===== config.mk =====
export PLATFORM = sky130hd
export DESIGN_NAME = amsc_ctrl
export DESIGN_NICKNAME = d
export VERILOG_FILES = /design/src/hdl/amsc_ctrl.v /design/src/hdl/amsc_sync.v /design/src/hdl/amsc_phase_cnt.v
export VERILOG_INCLUDE_DIRS = /design/src /design/src/shared
export SDC_FILE = /design/constraint.sdc
export NUM_CORES = 1
export LEC_CHECK = 0
export ABC_AREA = 1
export ABC_CLOCK_PERIOD_IN_PS = 2400
export BUFFER_PORTS_ARGS = -buffer_cell sky130_fd_sc_hd__buf_4
export CAP_MARGIN = 20
export CORE_MARGIN = 10
export CORE_UTILIZATION = 52
export DETAILED_ROUTE_END_ITERATION = 8
export GPL_TIMING_DRIVEN = 0
export PLACE_DENSITY = 0.81
export SLEW_MARGIN = 20
export SYNTH_ARGS = -nofsm -noshare
export SYNTH_HDL_FRONTEND = slang
export SYNTH_SLANG_ARGS = --single-unit

===== constraint.sdc =====
create_clock -name core_clk -period 2.4 [get_ports core_clk]
set_input_delay 0.36 -clock core_clk [delete_from_list [all_inputs] [get_ports core_clk]]
set_output_delay 0.36 -clock core_clk [all_outputs]
set_load 0.02 [all_outputs]

===== src/shared/amsc_regs.vh =====
`ifndef AMSC_REGS_VH
`define AMSC_REGS_VH

// ****************************************
// Widths of the memory side
// ****************************************
`define AMSC_SPACES      4
`define AMSC_SPACE_W     2
`define AMSC_ADDR_W      20
`define AMSC_DATA_W      32
`define AMSC_BE_W        4

// ****************************************
// Per-space phase count fields
// ****************************************
`define AMSC_SETUP_W     4
`define AMSC_STROBE_W    6
`define AMSC_HOLD_W      3
`define AMSC_CNT_W       6

// ****************************************
// Reset values
// ****************************************
`define AMSC_CNT_RST     6'h00
`define AMSC_CNT_ONE     6'h01
`define AMSC_SEL_RST     4'hF
`define AMSC_BE_RST      4'hF
`define AMSC_ADDR_RST    20'h00000
`define AMSC_DATA_RST    32'h00000000

// ****************************************
// Timing
// ****************************************
`define AMSC_CORE_PERIOD_NS   4
`define AMSC_SYNC_STAGES      2

`endif


===== src/hdl/amsc_ctrl.v =====
// Notes on behaviour
// Read: selects, byte enables, address, output enable valid setup periods before strobe.
// After read strobe rises, all selects held for read-hold periods.
// Write: selects and write data valid write-setup periods before write strobe.
// After write strobe rises, selects and data held for write-hold periods.
// Select group: space selects, byte enables, word address, output enable, write data.
// All six phase counts come from per-space configuration inputs.
// Read data captured when read strobe rises, starting read hold.
// Ready passes an internal synchroniser before the sequencer uses it.
// Ready sampled on memory clock rising edges, acted on at that edge.
// Memory side keeps each ready level about two memory clock periods.
// Shared control pins act as output enable, read and write strobes.
// Strobes change only at memory clock output rising edges.
// Memory clock output follows memory clock input edge for edge.
// Strobe lasts programmed count, extended whole periods while ready is low.
`timescale 1ns/1ps
`default_nettype none
`include "amsc_regs.vh"

module amsc_ctrl (
  // Clock and reset
  input  wire                                      core_clk,
  input  wire                                      rstn,
  // Memory clock
  input  wire                                      mem_clock_in,
  output reg                                       mem_clock_out,
  // Per-space read timing
  input  wire [`AMSC_SPACES*`AMSC_SETUP_W-1:0]     cfg_read_setup_cycles,
  input  wire [`AMSC_SPACES*`AMSC_STROBE_W-1:0]    cfg_read_strobe_cycles,
  input  wire [`AMSC_SPACES*`AMSC_HOLD_W-1:0]      cfg_read_hold_cycles,
  // Per-space write timing
  input  wire [`AMSC_SPACES*`AMSC_SETUP_W-1:0]     cfg_write_setup_cycles,
  input  wire [`AMSC_SPACES*`AMSC_STROBE_W-1:0]    cfg_write_strobe_cycles,
  input  wire [`AMSC_SPACES*`AMSC_HOLD_W-1:0]      cfg_write_hold_cycles,
  // Access request
  input  wire                                      req_valid,
  input  wire                                      req_write,
  input  wire [`AMSC_SPACE_W-1:0]                  req_space,
  input  wire [`AMSC_ADDR_W-1:0]                   req_addr,
  input  wire [`AMSC_BE_W-1:0]                     req_byte_en,
  input  wire [`AMSC_DATA_W-1:0]                   req_wdata,
  output reg                                       req_ready,
  // Access answer
  output reg                                       rsp_valid,
  output reg  [`AMSC_DATA_W-1:0]                   rsp_rdata,
  output reg                                       busy,
  // Memory select group
  output reg  [`AMSC_SPACES-1:0]                   chip_space_select_n,
  output reg  [`AMSC_BE_W-1:0]                     byte_lane_enable_n,
  output reg  [`AMSC_ADDR_W-1:0]                   word_address,
  output reg                                       output_enable_n,
  // Memory strobes
  output reg                                       read_strobe_n,
  output reg                                       write_strobe_n,
  input  wire                                      async_ready,
  // Memory data bus, split in three
  input  wire [`AMSC_DATA_W-1:0]                   mem_data_in,
  output reg  [`AMSC_DATA_W-1:0]                   mem_data_out,
  output reg                                       mem_data_oe_n
);

  // ****************************************
  // States
  // ****************************************
  localparam [1:0] ST_IDLE   = 2'b00;
  localparam [1:0] ST_SETUP  = 2'b01;
  localparam [1:0] ST_STROBE = 2'b10;
  localparam [1:0] ST_HOLD   = 2'b11;

  // ****************************************
  // Decoding helpers
  // ****************************************
  // Active-low one-hot select for a space index
  function [`AMSC_SPACES-1:0] space_sel_n;
    input [`AMSC_SPACE_W-1:0] idx;
    begin
      space_sel_n = ~({{(`AMSC_SPACES-1){1'b0}}, 1'b1} << idx);
    end
  endfunction

  // A programmed zero still gives one whole period
  function [`AMSC_CNT_W-1:0] at_least_one;
    input [`AMSC_CNT_W-1:0] v;
    begin
      if (v == `AMSC_CNT_RST) begin
        at_least_one = `AMSC_CNT_ONE;
      end else begin
        at_least_one = v;
      end
    end
  endfunction

  // ****************************************
  // Input synchronisers
  // ****************************************
  wire [`AMSC_DATA_W+1:0] sync_out;
  wire                    clk_s;
  wire                    ready_s;
  wire [`AMSC_DATA_W-1:0] data_s;

  // ready synchroniser
  amsc_sync #(
    .WIDTH (`AMSC_DATA_W + 2)
  ) u_sync (
    .core_clk (core_clk),
    .rstn     (rstn),
    .async_in ({mem_clock_in, async_ready, mem_data_in}),
    .sync_out (sync_out)
  );

  assign clk_s   = sync_out[`AMSC_DATA_W+1];
  assign ready_s = sync_out[`AMSC_DATA_W];
  assign data_s  = sync_out[`AMSC_DATA_W-1:0];

  // ****************************************
  // Memory clock follower
  // ****************************************
  // clock follows input
  always @(posedge core_clk) begin
    if (!rstn) begin
      mem_clock_out <= 1'b0;
    end else begin
      mem_clock_out <= clk_s;
    end
  end

  // strobe edge enable
  // Same core edge that raises the output clock moves the strobes
  wire ek_rise = clk_s & ~mem_clock_out;

  // ****************************************
  // Request capture
  // ****************************************
  reg                     pend_q;
  reg                     write_q;
  reg [`AMSC_SPACE_W-1:0] space_q;
  reg [`AMSC_ADDR_W-1:0]  addr_q;
  reg [`AMSC_BE_W-1:0]    be_q;
  reg [`AMSC_DATA_W-1:0]  wdata_q;
  reg [1:0]               state_q;
  reg [1:0]               state_d;

  wire take_req = req_valid & req_ready;

  always @(posedge core_clk) begin
    if (!rstn) begin
      write_q <= 1'b0;
      space_q <= {`AMSC_SPACE_W{1'b0}};
      addr_q  <= `AMSC_ADDR_RST;
      be_q    <= {`AMSC_BE_W{1'b0}};
      wdata_q <= `AMSC_DATA_RST;
    end else if (take_req) begin
      write_q <= req_write;
      space_q <= req_space;
      addr_q  <= req_addr;
      be_q    <= req_byte_en;
      wdata_q <= req_wdata;
    end
  end

  // ****************************************
  // Phase lengths
  // ****************************************
  // per-space counts
  wire [`AMSC_SETUP_W-1:0]  rd_setup  = cfg_read_setup_cycles[space_q*`AMSC_SETUP_W +: `AMSC_SETUP_W];
  wire [`AMSC_STROBE_W-1:0] rd_strobe = cfg_read_strobe_cycles[space_q*`AMSC_STROBE_W +: `AMSC_STROBE_W];
  wire [`AMSC_HOLD_W-1:0]   rd_hold   = cfg_read_hold_cycles[space_q*`AMSC_HOLD_W +: `AMSC_HOLD_W];
  wire [`AMSC_SETUP_W-1:0]  wr_setup  = cfg_write_setup_cycles[space_q*`AMSC_SETUP_W +: `AMSC_SETUP_W];
  wire [`AMSC_STROBE_W-1:0] wr_strobe = cfg_write_strobe_cycles[space_q*`AMSC_STROBE_W +: `AMSC_STROBE_W];
  wire [`AMSC_HOLD_W-1:0]   wr_hold   = cfg_write_hold_cycles[space_q*`AMSC_HOLD_W +: `AMSC_HOLD_W];

  wire [`AMSC_CNT_W-1:0] setup_len;
  wire [`AMSC_CNT_W-1:0] strobe_len;
  wire [`AMSC_CNT_W-1:0] hold_len;

  assign setup_len  = at_least_one(write_q ? {2'b00, wr_setup} : {2'b00, rd_setup});
  assign strobe_len = at_least_one(write_q ? wr_strobe : rd_strobe);
  assign hold_len   = at_least_one(write_q ? {3'b000, wr_hold} : {3'b000, rd_hold});

  // ****************************************
  // Phase counter
  // ****************************************
  reg                   cnt_load;
  reg [`AMSC_CNT_W-1:0] cnt_val;
  wire                  cnt_last;

  amsc_phase_cnt u_cnt (
    .core_clk (core_clk),
    .rstn     (rstn),
    .load     (cnt_load),
    .load_val (cnt_val),
    .step     (ek_rise),
    .last     (cnt_last)
  );

  // ****************************************
  // Sequencer
  // ****************************************
  always @* begin
    state_d  = state_q;
    cnt_load = 1'b0;
    cnt_val  = setup_len;
    if (ek_rise) begin
      case (state_q)
        ST_IDLE: begin
          if (pend_q) begin
            state_d  = ST_SETUP;
            cnt_load = 1'b1;
            cnt_val  = setup_len;
          end
        end
        ST_SETUP: begin
          if (cnt_last) begin
            state_d  = ST_STROBE;
            cnt_load = 1'b1;
            cnt_val  = strobe_len;
          end
        end
        ST_STROBE: begin
          // ready stretches strobe
          // ready acted on at edge
          if (cnt_last && ready_s) begin
            state_d  = ST_HOLD;
            cnt_load = 1'b1;
            cnt_val  = hold_len;
          end
        end
        ST_HOLD: begin
          if (cnt_last) begin
            state_d = ST_IDLE;
          end
        end
        default: begin
          state_d = ST_IDLE;
        end
      endcase
    end
  end

  always @(posedge core_clk) begin
    if (!rstn) begin
      state_q <= ST_IDLE;
    end else begin
      state_q <= state_d;
    end
  end

  // ****************************************
  // Handshake and status
  // ****************************************
  wire access_start = (state_q == ST_IDLE) && (state_d == ST_SETUP);
  wire access_end   = (state_q == ST_HOLD) && (state_d == ST_IDLE);

  always @(posedge core_clk) begin
    if (!rstn) begin
      pend_q    <= 1'b0;
      req_ready <= 1'b1;
      busy      <= 1'b0;
      rsp_valid <= 1'b0;
    end else begin
      rsp_valid <= access_end;
      if (take_req) begin
        pend_q    <= 1'b1;
        req_ready <= 1'b0;
        busy      <= 1'b1;
      end else if (access_start) begin
        pend_q <= 1'b0;
      end else if (access_end) begin
        req_ready <= 1'b1;
        busy      <= 1'b0;
      end
    end
  end

  // ****************************************
  // Select group drive
  // ****************************************
  // selects before read strobe
  // selects before write strobe
  // select group content
  // read hold keeps selects
  // write hold keeps data
  always @(posedge core_clk) begin
    if (!rstn) begin
      chip_space_select_n <= `AMSC_SEL_RST;
      byte_lane_enable_n  <= `AMSC_BE_RST;
      word_address        <= `AMSC_ADDR_RST;
      output_enable_n     <= 1'b1;
      mem_data_out        <= `AMSC_DATA_RST;
      mem_data_oe_n       <= 1'b1;
    end else if (access_start) begin
      chip_space_select_n <= space_sel_n(space_q);
      byte_lane_enable_n  <= ~be_q;
      word_address        <= addr_q;
      output_enable_n     <= write_q;
      mem_data_out        <= wdata_q;
      mem_data_oe_n       <= ~write_q;
    end else if (access_end) begin
      chip_space_select_n <= `AMSC_SEL_RST;
      byte_lane_enable_n  <= `AMSC_BE_RST;
      output_enable_n     <= 1'b1;
      mem_data_oe_n       <= 1'b1;
    end
  end

  // ****************************************
  // Strobes and read capture
  // ****************************************
  // strobe pin roles
  // strobes on clock rise
  always @(posedge core_clk) begin
    if (!rstn) begin
      read_strobe_n  <= 1'b1;
      write_strobe_n <= 1'b1;
    end else if ((state_q == ST_SETUP) && (state_d == ST_STROBE)) begin
      read_strobe_n  <= write_q;
      write_strobe_n <= ~write_q;
    end else if ((state_q == ST_STROBE) && (state_d == ST_HOLD)) begin
      read_strobe_n  <= 1'b1;
      write_strobe_n <= 1'b1;
    end
  end

  // capture at strobe rise
  // Data seen here lags the pins by the two synchroniser stages
  always @(posedge core_clk) begin
    if (!rstn) begin
      rsp_rdata <= `AMSC_DATA_RST;
    end else if ((state_q == ST_STROBE) && (state_d == ST_HOLD) && !write_q) begin
      rsp_rdata <= data_s;
    end
  end

endmodule // amsc_ctrl

`default_nettype wire


===== src/hdl/amsc_sync.v =====
`timescale 1ns/1ps
`default_nettype none

module amsc_sync #(
  parameter WIDTH = 1
) (
  // Clock and reset
  input  wire             core_clk,
  input  wire             rstn,
  // Asynchronous levels in, synchronised levels out
  input  wire [WIDTH-1:0] async_in,
  output wire [WIDTH-1:0] sync_out
);

  reg [WIDTH-1:0] meta_q;
  reg [WIDTH-1:0] sync_q;

  genvar i;
  generate
    for (i = 0; i < WIDTH; i = i + 1) begin : g_bit
      // First stage feeds only the second stage
      always @(posedge core_clk) begin
        if (!rstn) begin
          meta_q[i] <= 1'b0;
          sync_q[i] <= 1'b0;
        end else begin
          meta_q[i] <= async_in[i];
          sync_q[i] <= meta_q[i];
        end
      end
    end
  endgenerate

  assign sync_out = sync_q;

endmodule // amsc_sync

`default_nettype wire


===== src/hdl/amsc_phase_cnt.v =====
`timescale 1ns/1ps
`default_nettype none
`include "amsc_regs.vh"

module amsc_phase_cnt (
  // Clock and reset
  input  wire                   core_clk,
  input  wire                   rstn,
  // Control
  input  wire                   load,
  input  wire [`AMSC_CNT_W-1:0] load_val,
  input  wire                   step,
  // Status
  output wire                   last
);

  reg [`AMSC_CNT_W-1:0] cnt_q;

  // Saturates at one so a stretched phase stays on its last period
  always @(posedge core_clk) begin
    if (!rstn) begin
      cnt_q <= `AMSC_CNT_RST;
    end else if (load) begin
      cnt_q <= load_val;
    end else if (step && (cnt_q > `AMSC_CNT_ONE)) begin
      cnt_q <= cnt_q - `AMSC_CNT_ONE;
    end
  end

  assign last = (cnt_q <= `AMSC_CNT_ONE);

endmodule // amsc_phase_cnt

`default_nettype wire


==> results.toml, run 1 <==
[status]
status = "finished, final reports clean"

[drt]
drt_iter0_drc = 595
route.final.wire_length_um = 29400
wl_per_cell_um = 14.8
final_antenna_net_count = 0
drc = 0
viasPerCell = 4.88
first_pass_iters = 5
vias = 9699

[timing]
maxSlewViolCount = 0
relSlewSlack_pct = 49.0
max_freq_mhz = 445
setup_viol = 0
finClkSkew_ps = 12.5
worst_pin_slew_ps = 765
period_share_pct = 93.5
period_needed_ps = 2250
final-hold-violation-count = 0
tns_ps = 0
rsz0062_at_grt = "no"

[power]
ir_drop_uv = 621
totalPowerFinal_mw = 9.44
intPower_mw = 7.00
power.leakage_nw = 6.84
p_clk_share_pct = 38.9
power_frac_comb_pct = 15.9
p_per_area_nw_per_um2 = 713
p_seq_share_pct = 45.1
sw_frac_of_total_pct = 25.9
p_switching_mw = 2.45

[grt]
grt_pass1_vias = 9065
grt_pass1_wl_um = 45000
track_usage_pct = 22.3
grt_max_degree = 14
grt_overflow = 0
antenna_found_initial = 0

[critical_path]
cp-start-kind = "flop"
worstPathArrival_ps = 2650
crit_fanout = 10
critPathRequiredTime_ps = 2800
path_class = "reg2reg"
crit_path_end_kind = "flop"

[finish]
final_common_cell = "buf_4"
layout_common_cells = "301 x buf_4, 289 x nor2_1, 267 x nand2_1"
fin_cells = 1988
antenna_cells = 0
layout-drive-gt1-share_pct = 22.7
fin_area_um2 = 13200
final_nets = 1945
syn2layout_area_growth_pct = 34.2

[cts]
cts_max_level = 1
cts_sinks = 236
cts_made_buffers = 25
path_clk_slew_ps = 60
cts_root_buf = "clkbuf_16"
clock_latency_ps = 510
clock_path_buffers = 3
cts_tree = "yes"

[logic_synthesis]
ys_warn_count = 0
yosys_register_bits = 236
yosysUniqueCellTypes = 34
ys_seq_area_share_pct = 47.9
synth_edf_count = 0
async_flop_share_pct = 0
synth_area_per_cell_um2 = 6.99
synth_flop_cell = "dfxtp_1"
syn-num-nets = 1618
netlist_area_um2 = 9870
synthCells = 1411

[floorplanning]
dieArea_um2 = 24900
start_util_pct = 52.7
ios = 300
rows = 50
fp.coreArea_um2 = 18700
die_x_um = 158
die_height_um = 158

[job]
drv_cap = 0

[worst_hold_path]
hold_path_class = "in2reg"

[placed_design]
dp_cells = 1943
gp_congestion = 0.909
hpwl_um = 22600
place.port_buffers = 298
placed_area_um2 = 12400
[layout make-up]
class                      instances  area [um2]
clock buffer                      38         734
inverter                         202         771
timing repair buffer             299        2240
sequential                       236        4730
clock inverter                     5        55.1
buffer                            79         423
multi-input combinational        895        4000
tap                              234         293
fill                            1569        5460
[worst paths after layout]
kind	cells past startpoint	from	to	slack, ps
worst max register to register	15	u_cnt.cnt_q[0]	mem_data_out[22]	150
worst max-delay path	15	u_cnt.cnt_q[0]	mem_data_out[22]	150
worst min-delay path	3	mem_data_in[13]	u_sync.meta_q[13]	40
worst min register to register	2	u_sync.meta_q[11]	u_sync.sync_out[11]	400
[state kept, by name (all words and copies together), names as in the netlist]
name,flops
u_sync.meta_q,34
u_sync.sync_out,34
mem_data_out,32
rsp_rdata,32
wdata_q,32
addr_q,20
word_address,20
u_cnt.cnt_q,6
be_q,4
byte_lane_enable_n,4
chip_space_select_n,4
space_q,2
state_q,2
busy,1
mem_clock_out,1
mem_data_oe_n,1
output_enable_n,1
pend_q,1
read_strobe_n,1
req_ready,1
rsp_valid,1
write_q,1
write_strobe_n,1
[cell usage after synthesis, types with 2 or more instances]
cell type	instances	area (um2)
clkbuf_1	43	161
nand3_1	117	586
nand3b_1	2	15.0
inv_2	5	18.8
nor2_8	2	40.0
buf_1	9	33.8
nor2_1	289	1080
nand2_4	3	33.8
o211ai_1	7	52.6
or2_2	8	50.1
ha_1	7	87.6
inv_1	194	728
nor2_2	2	12.5
nor3_1	2	10.0
buf_6	11	124
dfxtp_1	236	4720
o21ai_1	40	200
nor2_4	2	22.5
nand4_1	5	31.3
buf_2	13	65.1
buf_4	2	15.0
o21ai_0	88	440
nand2_2	4	25.0
nand2_1	268	1010
a21oi_1	43	215
[critical path, cell delays in order (launching register included)]
cell and delay [ps]:
dfxtp_1 320, inv_1 160, ha_4 190, inv_2 30, nand2_1 100, nand4_1 170
nand2_1 110, nand2_1 70, nand2_2 90, nand2_4 140, inv_6 140, nand2_4 70
buf_12 150, buf_2 170, o21ai_1 170, nor2_1 50
[logic make-up after synthesis]
group | synth area share [%]
buffers and inverters | 12.0
xor gates and xnor gates | 0.178
DFF | 47.9
and+or+nand+nor | 29.7
adders and majority gates | 0.888
AOI/OAI and AO/OA | 9.35
[power groups by stage]
stage	logic (mW)	registers [mW]	clock network [mW]
5_1_grt	1.68	4.29	3.87
6_report	1.51	4.26	3.67
4_1_cts	1.49	4.26	3.71
3_5_place_dp	1.49	4.35	0
3_3_place_gp	1.46	4.34	0
2_1_floorplan	0.785	4.42	0
[timing repair]
| action | CTS | global route |
|---|---|---|
| buffers inserted | 0 | 1 |
| gates resized for setup | 0 | 12 |
| setup endpoints to repair | 0 | 94 |
| hold buffers | 0 | 0 |
[layer usage]
metal | vias up | GRT usage (%) | wire length [um]
met3 | 44 | 5.35 | 2230
met4 | 0 | 4.67 | 568
met1 | 4368 | 27.0 | 12100
li1 | 4977 | - | -
met2 | 310 | 39.2 | 14500
met5 | - | 0 | 0
[through the flow]
step	setup slack (ps)	hold WS, ps	util [%]
6_report	155	37.0	70.8
5_1_grt	4.21	26.6	70.8
3_5_place_dp	125	396	66.3
4_1_cts	81.2	22.4	70.5
3_3_place_gp	153	392	66.3
2_1_floorplan	471	390	-
Note: power is estimated with default switching activity, not from simulation.
==> run 2, diff against run 1 <==
Settings changed: GPL_TIMING_DRIVEN 0 to not set.
==> results.toml, run 2 (synthesis gave the netlist of run 1 again) <==
[status]
status = "finished, final reports clean"

[timing]
period_share_pct = 92.9
finClkSkew_ps = 12.6
maxSlewViolCount = 0
relSlewSlack_pct = 34.5
period_needed_ps = 2230
final-hold-violation-count = 0
max_freq_mhz = 449
setup_viol = 0
worst_pin_slew_ps = 981

[placed_design]
place.port_buffers = 299
gp_congestion = 0.896
placed_area_um2 = 12200
hpwl_um = 20000

[drt]
drc = 0
final_antenna_net_count = 0
drt-met1-wl_um = 11200
route.final.wire_length_um = 27800
dr_wl_met2_um = 13800
routed-wl-met3_um = 2240
dr.max_layer_used = "met4"
drt_iter0_drc = 506
wl_per_cell_um = 14.4
vias = 9414
first_pass_iters = 4
viasPerCell = 4.88

[critical_path]
crit_fanout = 21
cp-start-kind = "flop"
critPathRequiredTime_ps = 2790
path_class = "reg2reg"
crit_path_end_kind = "flop"
worstPathArrival_ps = 2620

[floorplanning]
die_height_um = 158
rows = 50
fp.coreArea_um2 = 18700
start_util_pct = 52.7
die_x_um = 158
ios = 300
dieArea_um2 = 24900

[cts]
cts_max_level = 1
cts_tree = "yes"
clock_latency_ps = 510
cts_made_buffers = 25
path_clk_slew_ps = 60
holdBufCountCts = 0
cts_root_buf = "clkbuf_16"
clock_path_buffers = 3
cts_sinks = 236

[power]
ir_drop_uv = 653
power.leakage_nw = 6.72
p_per_area_nw_per_um2 = 710

[finish]
layout-drive-gt1-share_pct = 22.9
syn2layout_area_growth_pct = 31.8
fin_area_um2 = 13000
layout_common_cells = "310 x buf_4, 289 x nor2_1, 267 x nand2_1"
final_nets = 1884
utilization_pct = 69.5
final_common_cell = "buf_4"

[grt]
grt_overflow = 0
track_usage_pct = 21.0
grt_max_degree = 70
grt_pass1_vias = 8878
grt_pass1_wl_um = 43400
antenna_found_initial = 1

[job]
drv_cap = 0

[worst_hold_path]
hold_path_class = "in2reg"
## run 2: changes by cell type in the layout (fill, tap and decap cells not counted), sizes merged
cell      previous run  this run
clkbuf              82        35
inv                201       202
clkinv               3         5
buf                334       317
diode                0         1
clkinvlp             2         3
nor2               296       295
## run 2: layer usage
metal | up-vias | track usage, %
met5 | - | 0
met4 | 0 | 5.03
met3 | 44 | 5.56
met2 | 304 | 36.8
met1 | 4211 | 25.0
li1 | 4855 | -
## run 2: timing repair
action,CTS,global route
setup endpoints to repair,0,83
buffers inserted,0,2
gates resized for setup,0,7
## run 2: power by group
| part | internal (mW) | switching [mW] |
|---|---|---|
| clock network | 2.03 | 1.48 |
| logic | 0.629 | 0.818 |
| registers | 4.15 | 0.119 |
## run 2: layout make-up
| type | instances | area (um2) |
|---|---|---|
| Tap cell | 234 | 293 |
| Inverter | 202 | 777 |
| Clock buffer | 34 | 659 |
| Antenna cell | 1 | 2.50 |
| Timing Repair Buffer | 318 | 2490 |
| Multi-Input combinational cell | 894 | 3970 |
| Clock inverter | 9 | 81.3 |
| Fill cell | 1563 | 5710 |
| Sequential cell | 236 | 4730 |
## run 2: path summary, 6_finish.rpt
kind                                   startpoint                  end  slack, ps  cells after the start
worst max-delay path               u_cnt.cnt_q[0]      mem_data_out[1]        170                     14
worst min-delay path              mem_data_in[20]    u_sync.meta_q[20]         30                      3
worst max register to register     u_cnt.cnt_q[0]      mem_data_out[1]        170                     14
worst min register to register  u_sync.meta_q[11]  u_sync.sync_out[11]        410                      2
## run 2: critical path, cell delays in order, from the launching register on
cell and delay, ps:
dfxtp_1 310, inv_1 120, ha_2 230, inv_2 30, nand2_1 100, nand3_2 140, nand3_1 110, nand2_1 60
nand2_2 90, nand2_4 90, nor2_8 180, nand2_8 180, buf_12 210, o21ai_0 180, nor2_1 50
## run 2: metrics by stage
step	total power [mW]	setup TNS [ps]	hold slack (ps)	instances	setup slack, ps
CTS	9.31	0	7.89	1924	32.4
finish	9.23	0	26.8	1928	171
detailed placement	5.79	0	397	1881	70.0
global route	9.66	-92.1	21.3	1927	-24.4
global placement	5.76	0	392	1881	155
floorplan	5.21	0	390	1411	471
